`src/sam_pkg.sv`:
```
// Purpose: Constants and types for the source address match result block.
// Assumes: Byte-wide register indices; byte address is four times the index.
// Notes: Table, enables and local data share one byte array, see sam_match.
// Notes on behaviour
// - Index byte holds lowest set mask bit position, or 0x3f without match.
// - Index bit 5 is clear for short match, set for extended match.
// - Index bit 6 shows auto pending conditions only, ignoring strobes and forcing.
// - A 24-bit match mask spans three consecutive bytes, one bit per short entry.
// - Short entry n matches on equal PAN and short words: sets bit n.
// - Extended entry n match sets mask bits 2n and 2n+1.
// - Each 8-byte slot from 0x380 holds two short entries or one extended.
// - Extended entry n pending enable is bit 2n; odd bits are ignored.
package sam_pkg;
   localparam int          NUM_SHORT      = 24;
   localparam int          NUM_EXT        = 12;
   localparam logic [10:0] IDX_TABLE      = 11'h380;
   localparam logic [10:0] IDX_MASK0      = 11'h3e0;
   localparam logic [10:0] IDX_MASK1      = 11'h3e1;
   localparam logic [10:0] IDX_MASK2      = 11'h3e2;
   localparam logic [10:0] IDX_INDEX      = 11'h3e3;
   localparam logic [10:0] IDX_EXT_PEND0  = 11'h3e4;
   localparam logic [10:0] IDX_SHORT_PEND0 = 11'h3e7;
   localparam logic [10:0] IDX_CTRL       = 11'h400;
   localparam logic [6:0]  MEM_BYTES      = 7'h7f;
   localparam logic [7:0]  INDEX_NONE     = 8'h3f;
   localparam logic [23:0] MASK_RESET     = 24'h000000;
   localparam logic [7:0]  MEM_RESET      = 8'h00;
   localparam int          BIT_EXT        = 5;
   localparam int          BIT_PEND       = 6;
   localparam logic [1:0]  RESP_OKAY      = 2'h0;
   localparam logic [1:0]  RESP_SLVERR    = 2'h2;

   // Source address of one received frame, offered with a one-cycle strobe.
   typedef struct packed {
      logic        is_ext;
      logic [15:0] pan;
      logic [15:0] short_addr;
      logic [63:0] ext_addr;
   } sam_src_t;

   // Outcome of the most recent match.
   typedef struct packed {
      logic [23:0] bits;
      logic [7:0]  index;
   } sam_result_t;
endpackage

```
`src/sam_match.sv`:
```
// Purpose: Source address matching with result mask and index, AXI4-Lite registers.
// Assumes: One frame source at most per cycle; single outstanding read and write.
// Assumes: Table writes and a frame in one cycle see the old table contents.
// Notes: Result bytes are read only; writes to them are accepted and dropped.
// Notes: An empty slot holds zeros, so an all-zero source address matches it.
// Notes: Software should clear unused slots to a value no frame carries.
`timescale 1ns/10ps
module sam_match
   import sam_pkg::*;
(
   input  wire logic        clk_i,           // Device clock, 250 MHz.
   input  wire logic        rstn_i,          // Asynchronous reset, active low.
   input  wire logic [12:0] s_axi_awaddr,    // Write address.
   input  wire logic        s_axi_awvalid,   // Write address valid.
   output      logic        s_axi_awready,   // Write address ready.
   input  wire logic [31:0] s_axi_wdata,     // Write data.
   input  wire logic [3:0]  s_axi_wstrb,     // Write byte enables.
   input  wire logic        s_axi_wvalid,    // Write data valid.
   output      logic        s_axi_wready,    // Write data ready.
   output      logic [1:0]  s_axi_bresp,     // Write response.
   output      logic        s_axi_bvalid,    // Write response valid.
   input  wire logic        s_axi_bready,    // Write response ready.
   input  wire logic [12:0] s_axi_araddr,    // Read address.
   input  wire logic        s_axi_arvalid,   // Read address valid.
   output      logic        s_axi_arready,   // Read address ready.
   output      logic [31:0] s_axi_rdata,     // Read data.
   output      logic [1:0]  s_axi_rresp,     // Read response.
   output      logic        s_axi_rvalid,    // Read data valid.
   input  wire logic        s_axi_rready,    // Read data ready.
   input  wire logic        src_valid_i,     // One-cycle strobe: source address present.
   input  wire sam_src_t    src_i,           // Received source address.
   output      sam_result_t result_o,        // Match mask and index byte.
   output      logic        result_valid_o   // One-cycle pulse: result updated.
);
   // Table slots, pending enables and local data share one byte array.
   logic [7:0]  mem [0:127];
   // Control and result state.
   logic        auto_pend_enable;
   logic [23:0] match_bits;
   logic [7:0]  match_index;
   // Write channel holding registers.
   logic [10:0] aw_idx;
   logic [7:0]  w_byte;
   logic        w_en;
   logic        aw_held;
   logic        w_held;
   // Combinational match terms for the frame on src_i.
   logic [23:0] next_bits;
   logic [23:0] short_pend;
   logic [23:0] ext_pend;
   logic [23:0] hit_short;
   logic [23:0] hit_ext;
   logic [7:0]  next_index;
   // Read index, decoded straight from the address bus.
   logic [10:0] ar_idx;

   // Pending enable masks live in the byte array, least significant byte first.
   // Odd bits of the extended mask are stored but never looked at.
   assign ext_pend   = {mem[IDX_EXT_PEND0[6:0] + 7'h2], mem[IDX_EXT_PEND0[6:0] + 7'h1],
                        mem[IDX_EXT_PEND0[6:0]]};
   assign short_pend = {mem[IDX_SHORT_PEND0[6:0] + 7'h2], mem[IDX_SHORT_PEND0[6:0] + 7'h1],
                        mem[IDX_SHORT_PEND0[6:0]]};

   // Per-entry comparators; each slot is checked in both forms, the frame picks one.
   // All compares are done in one cycle; area is traded for a fixed one-cycle answer.
   for (genvar n = 0; n < NUM_SHORT; n++) begin : g_entry
      localparam int B = 4 * n;
      assign hit_short[n] = ({mem[B + 1], mem[B]} == src_i.pan) &&
                            ({mem[B + 3], mem[B + 2]} == src_i.short_addr);
      // Extended entry n/2 is read whole for both of its short positions.
      // shared slot storage
      assign hit_ext[n] = ({mem[8 * (n / 2) + 7], mem[8 * (n / 2) + 6],
                            mem[8 * (n / 2) + 5], mem[8 * (n / 2) + 4],
                            mem[8 * (n / 2) + 3], mem[8 * (n / 2) + 2],
                            mem[8 * (n / 2) + 1], mem[8 * (n / 2)]} == src_i.ext_addr);
   end

   // Only the form that the frame carries is reported; the other set is ignored.
   assign next_bits = src_i.is_ext ? hit_ext : hit_short;

   // Lowest set bit and its flags; the pending bit does not look at any ack strobe.
   always_comb begin
      next_index = INDEX_NONE;
      // Scanning from the top down leaves the lowest set bit as the last one written.
      for (int i = NUM_SHORT - 1; i >= 0; i--) begin
         if (next_bits[i]) begin
            next_index = {3'h0, 5'(i)};
            next_index[BIT_EXT] = src_i.is_ext;
            next_index[BIT_PEND] = auto_pend_enable &&
                                   (src_i.is_ext ? ext_pend[i & ~1] : short_pend[i]);
         end
      end
   end

   // Result registers hold the last outcome until the next frame source arrives.
   // A frame with no hit still updates them, so stale matches never linger.
   always_ff @(posedge clk_i or negedge rstn_i) begin
      if (!rstn_i) begin
         match_bits     <= MASK_RESET;
         match_index    <= INDEX_NONE;
         result_valid_o <= 1'b0;
      end else begin
         result_valid_o <= src_valid_i;
         if (src_valid_i) begin
            match_bits  <= next_bits;
            match_index <= next_index;
         end
      end
   end

   // The result port shows the registered outcome with no further logic.
   assign result_o.bits  = match_bits;
   assign result_o.index = match_index;

   // Address and data are caught in either order; the write happens once both are held.
   // Both readies stay low while a response waits, which keeps one write in flight.
   assign s_axi_awready = !aw_held && !s_axi_bvalid;
   assign s_axi_wready  = !w_held && !s_axi_bvalid;

   always_ff @(posedge clk_i or negedge rstn_i) begin
      if (!rstn_i) begin
         aw_held <= 1'b0;
         w_held  <= 1'b0;
         aw_idx  <= 11'h000;
         w_byte  <= 8'h00;
         w_en    <= 1'b0;
      end else begin
         if (aw_held && w_held) begin
            // Both halves are held: the store happens at this edge, so free both.
            aw_held <= 1'b0;
            w_held  <= 1'b0;
         end else begin
            if (s_axi_awvalid && s_axi_awready) begin
               aw_held <= 1'b1;
               aw_idx  <= s_axi_awaddr[12:2];
            end
            if (s_axi_wvalid && s_axi_wready) begin
               w_held <= 1'b1;
               w_byte <= s_axi_wdata[7:0];
               w_en   <= s_axi_wstrb[0];
            end
         end
      end
   end

   // Only one write is in flight at a time, so the response needs no queue.
   // Write response; an index outside the byte array and control word is refused.
   always_ff @(posedge clk_i or negedge rstn_i) begin
      if (!rstn_i) begin
         s_axi_bvalid <= 1'b0;
         s_axi_bresp  <= RESP_OKAY;
      end else if (aw_held && w_held) begin
         s_axi_bvalid <= 1'b1;
         // The table window, result bytes included, and the control word are the only indices answered OKAY.
         s_axi_bresp  <= (aw_idx[10:7] == IDX_TABLE[10:7] || aw_idx == IDX_CTRL) ?
                         RESP_OKAY : RESP_SLVERR;
      end else if (s_axi_bready) begin
         s_axi_bvalid <= 1'b0;
      end
   end

   // A write to a mapped index whose lowest byte strobe is clear is answered OKAY and changes nothing.
   // Byte array; result bytes are kept out so software cannot fake a match.
   always_ff @(posedge clk_i or negedge rstn_i) begin
      if (!rstn_i) begin
         // Every byte clears, so the table starts with all slots at zero.
         for (int i = 0; i <= int'(MEM_BYTES); i++) begin
            mem[i] <= MEM_RESET;
         end
      end else if (aw_held && w_held && w_en && aw_idx[10:7] == IDX_TABLE[10:7] &&
                   (aw_idx < IDX_MASK0 || aw_idx > IDX_INDEX)) begin
         mem[aw_idx[6:0]] <= w_byte;
      end
   end

   // Control word: bit 0 allows the automatic pending indication.
   // It resets to 0, so no pending indication shows until software allows it.
   always_ff @(posedge clk_i or negedge rstn_i) begin
      if (!rstn_i) begin
         auto_pend_enable <= 1'b0;
      end else if (aw_held && w_held && w_en && aw_idx == IDX_CTRL) begin
         auto_pend_enable <= w_byte[0];
      end
   end

   // Read channel answers one cycle after the address is taken.
   // A new address is refused while the previous answer still waits for rready.
   assign s_axi_arready = !s_axi_rvalid;
   assign ar_idx        = s_axi_araddr[12:2];

   always_ff @(posedge clk_i or negedge rstn_i) begin
      if (!rstn_i) begin
         s_axi_rvalid <= 1'b0;
         s_axi_rdata  <= 32'h00000000;
         s_axi_rresp  <= RESP_OKAY;
      end else if (s_axi_arvalid && s_axi_arready) begin
         s_axi_rvalid <= 1'b1;
         s_axi_rresp  <= RESP_OKAY;
         // Result bytes come from the match registers; the array copies are never read.
         if (ar_idx == IDX_MASK0) begin
            s_axi_rdata <= {24'h000000, match_bits[7:0]};
         end else if (ar_idx == IDX_MASK1) begin
            s_axi_rdata <= {24'h000000, match_bits[15:8]};
         end else if (ar_idx == IDX_MASK2) begin
            s_axi_rdata <= {24'h000000, match_bits[23:16]};
         end else if (ar_idx == IDX_INDEX) begin
            s_axi_rdata <= {24'h000000, match_index};
         end else if (ar_idx[10:7] == IDX_TABLE[10:7]) begin
            s_axi_rdata <= {24'h000000, mem[ar_idx[6:0]]};
         end else if (ar_idx == IDX_CTRL) begin
            s_axi_rdata <= {31'h00000000, auto_pend_enable};
         end else begin
            // Unmapped index: data reads as zero and the response flags the error.
            s_axi_rdata <= 32'h00000000;
            s_axi_rresp <= RESP_SLVERR;
         end
      end else if (s_axi_rready) begin
         s_axi_rvalid <= 1'b0;
      end
   end
endmodule

```
`config.mk`:
```
export PLATFORM = sky130hd
export DESIGN_NAME = sam_match
export DESIGN_NICKNAME = d
export VERILOG_FILES = /design/src/sam_pkg.sv /design/src/sam_match.sv
export SDC_FILE = /design/constraint.sdc
export NUM_CORES = 2
export LEC_CHECK = 0
export BUFFER_PORTS_ARGS = -buffer_cell sky130_fd_sc_hd__buf_2
export CORE_UTILIZATION = 60
export DETAILED_ROUTE_END_ITERATION = 10
export HOLD_SLACK_MARGIN = 0.06
export PLACE_DENSITY = 0.86
export SKIP_LAST_GASP = 1
export SLEW_MARGIN = 10
export SYNTH_ARGS = -nofsm -noshare
export SYNTH_HDL_FRONTEND = slang
export SYNTH_SLANG_ARGS = --single-unit
```
`constraint.sdc`:
```
create_clock -name clk_i -period 4.4 [get_ports clk_i]
set_input_delay 0.44 -clock clk_i [delete_from_list [all_inputs] [get_ports clk_i]]
set_output_delay 0.44 -clock clk_i [all_outputs]
set_load 0.02 [all_outputs]
```
==> summary.txt <==
Outcome
  • Outcome: finished clean

Critical path
  • Reg2reg start: mem[717]$_DFFE_PN0P_
  • CP top delay family: simple AND/OR/NAND/NOR gates
  • Crit Path Max Fanout: 5
  • Crit. Startpoint: mem[717]$_DFFE_PN0P_
  • Worst setup path endpoint: match_index[6]$_DFFE_PN0P_
  • R2r setup slk: 380 ps
  • Nature of the critical path endpoint: flip-flop
  • Worst R2R End: match_index[6]$_DFFE_PN0P_
  • R2r worst-path depth: 12
  • CP peak stage delay: 1000 ps
  • Critical Path Start Type: flip-flop
  • Max stage delay cell, worst path: nor4_1
  • Worst setup path category: reg2reg
  • Worst path bufs/invs: 2
  • Cell chain of the critical path: xor2_1, nor4_1, nand4_1, nor4_1, buf_4, a21oi_1, a21oi_1, a21o_1, nand2_1, o41ai_1, buf_4, nor2_1
  • Arr. time, crit path: 4680 ps
  • CP required: ~5100 ps
  • WP depth: 12

Routing
  • Vias: 57.0k
  • ANT nets after route: 0
  • Initial drt markers: 9,667
  • Via density: 7.66
  • Final wirelength: around 340,000 um
  • Drt drc: 0
  • Average routed wire per standard cell: 45.9 um
  • DR pass1 iterations: 8

Power
  • PnR Total Power: approximately 0.028 W
  • Max VDD drop: between 0.6 and 0.7 mV
  • PwrDens: approximately 360 nW/um^2
  • LEAKAGE: ~35 nW

Timing
  • Setup TNS: 0 ps
  • Crit share post-route: 0.914
  • RSZ-0062 raised after global routing: false
  • Final Hold Viols: 0
  • Final hold slack: about 140 ps
  • Worst slew margin: 0.153
  • Final setup fails: 0
  • Clock Skew: roughly 33 ps
  • Fmax: approximately 0.25 GHz
  • Worst-Margin Slew: 1270 ps
  • Min Clock Period, post-route: a little over 4000 ps
  • Max-slew violation count: 0

Clock network
  • TritonCTS buffer count: ~120
  • CTS tree: built
  • Reg clk slew, reported paths: around 60 ps
  • Max Root-Sink Buffers: 3
  • Clk_lat worst skew: about 800 ps
  • # H-tree levels: 3
  • Cts hold-fix bufs: 23
  • CTS Sinks: roughly 1.1k
  • Root Driver: clkbuf_16
  • CTS resizes: 0
  • Post-CTS setup buffer count: 0

Layout
  • Final instance area: 77,100 um^2
  • Synthesis-to-layout area growth: 12.6%
  • Layout cells sized above 1: 0.354
  • Fill cells: a little over 8k
  • Multi-input combinational cell area: 38,700 um^2
  • FF+latch area: 27,300 um^2
  • Final non-filler cell total: approximately 7.4k
  • Fin nets: about 6.0k

Global route
  • Largest net degree at the start of global routing: around 130
  • First-pass GRT wire length: around 470,000 um
  • Total track usage: 0.591
  • Total congestion overflow: 0
  • Initial antenna violation count: 28
  • Vias in the first global route: between 50k and 60k

Synthesis
  • Mean post-synth cell area: between 10 and 15 um^2
  • Mapped cell area: roughly 68,000 um^2
  • Post-synth EDFFs: 0
  • Count leader, synth: dfrtp_1
  • #FFs+latches synth: ~1.1k
  • Post-synth top cells: 1,085 x dfrtp_1, 1,009 x mux2_2, 892 x xor2_1
  • Synth unique cells: 79
  • Synth area leaders: dfrtp_1 40%, mux2_2 17%, xor2_1 11%
  • Synth warnings: 0
  • Most used DFF post-synth: dfrtp_1
  • Cell taking the most area after synthesis: dfrtp_1
  • Async SR Flop Fraction: 1.00
  • Post-synthesis sequential area ratio: 0.399
  • Post-Synthesis Cells: 5,608
  • Area share of the largest cell type after synthesis: 0.396

Floorplan
  • Starting Density: 0.607
  • Die area: 116,000 um^2
  • Die width: 340 um
  • Die Y: 340 um
  • Core area: approximately 110,000 um^2
  • I/O pins: roughly 240
  • Site row count: 123

Placement
  • Detail Placement HPWL: ~230,000 um
  • Buffers on Ports: 182
  • DP Area: 72,500 um^2
  • Placed cells: a little over 7k
  • Routability Congestion: approximately 1.1

Flow run
  • Max_cap viols: 0

Hold path
  • Type of the most critical hold path: in2reg
cells by family after synthesis:
family                    Yosys count  share of synthesized area
xor gates and xnor gates         1435                      0.184
muxes                            1370                      0.281
DFF                              1091                      0.399
and+or+nand+nor                   940                     0.0747
buffers and inverters             537                     0.0382
AOI/OAI and AO/OA                 234                     0.0236
other                               1                  0.0000548
layout make-up:
class                      count  area share
inverter                      72     0.00351
multi-input combinational   4006       0.502
timing repair buffer         523      0.0589
sequential                  1091       0.355
clock inverter                63      0.0119
antenna                       31     0.00101
tap                         1500      0.0243
clock buffer                 157      0.0434
report_power, final:
| part | internal (W) | switching, W |
|---|---|---|
| clock network | 0.00638 | 0.00465 |
| registers | 0.0103 | 0.00105 |
| logic | 0.00144 | 0.00434 |
| total | 0.0181 | 0.0100 |
placed cells by master (no fill, tap or decap), drive strengths merged, types with 7 or more instances in the layout:
cell         Yosys  routed
dfrtp         1085    1085
diode            0      31
mux2i           18      18
nand3           46      46
inv             71      74
o221ai           7       7
conb             1      27
nand2          126     126
o21ai           47      47
clkbuf         217     157
dlygate4sd3      0      23
nor3            58      58
a2111oi          7       7
o22ai           25      25
clkinvlp         0      10
buf            248     500
xor2           892     892
bufinv           0      17
o2111ai         10      10
and3             8       8
a2111o           8       8
nor2b           48      48
nor4           255     255
mux4           342     342
nand4          179     179
nand2b          36      36
mux2          1010    1010
clkinv           1      34
a21oi           50      50
nor2           150     150
o2bb2ai          8       8
xnor2          543     543
a2bb2oi          7       7
sequential cells by signal, indices dropped and copies added, names as in the netlist:
register,flops
w_en,1
result_valid_o,1
s_axi_bvalid,1
s_axi_bresp,1
ext_pend,24
aw_held,1
match_index,7
auto_pend_enable,1
s_axi_rvalid,1
s_axi_rresp,1
s_axi_rdata,8
mem,1000
w_held,1
match_bits,24
aw_idx,11
w_byte,8
worst min-delay path by stage:
stage,endpoint,cells past startpoint,slack (ps),startpoint
floorplan,auto_pend_enable$_DFFE_PN0P_,0,140,rstn_i
global placement,mem[232]$_DFFE_PN0P_,0,360,mem[232]$_DFFE_PN0P_
detailed placement,mem[244]$_DFFE_PN0P_,0,360,mem[244]$_DFFE_PN0P_
CTS,s_axi_rdata[7]$_DFFE_PN0P_,3,120,s_axi_arvalid
global route,s_axi_rdata[2]$_DFFE_PN0P_,3,140,s_axi_arvalid
finish,s_axi_rdata[7]$_DFFE_PN0P_,3,140,s_axi_arvalid
worst min-delay path, cell delays in order:
cell	delay (ps)
buf_2	100
nor2b_1	190
a21oi_1	140
metrics by stage:
stage               utilization  setup slack, ps
global route              0.683              490
CTS                       0.683              664
global placement          0.643             85.7
finish                    0.683              379
detailed placement        0.643             68.9
floorplan                     -             1250
layer usage:
layer / up-vias / share of wire / GRT usage
met5: - / 0.00094 / 0.0204
met4: 31 / 0.11 / 0.469
met3: 2001 / 0.17 / 0.301
met2: 5965 / 0.38 / 0.769
met1: 28500 / 0.34 / 0.730
li1: 20600 / - / -
No activity file was read; power rests on OpenSTA's default activity.
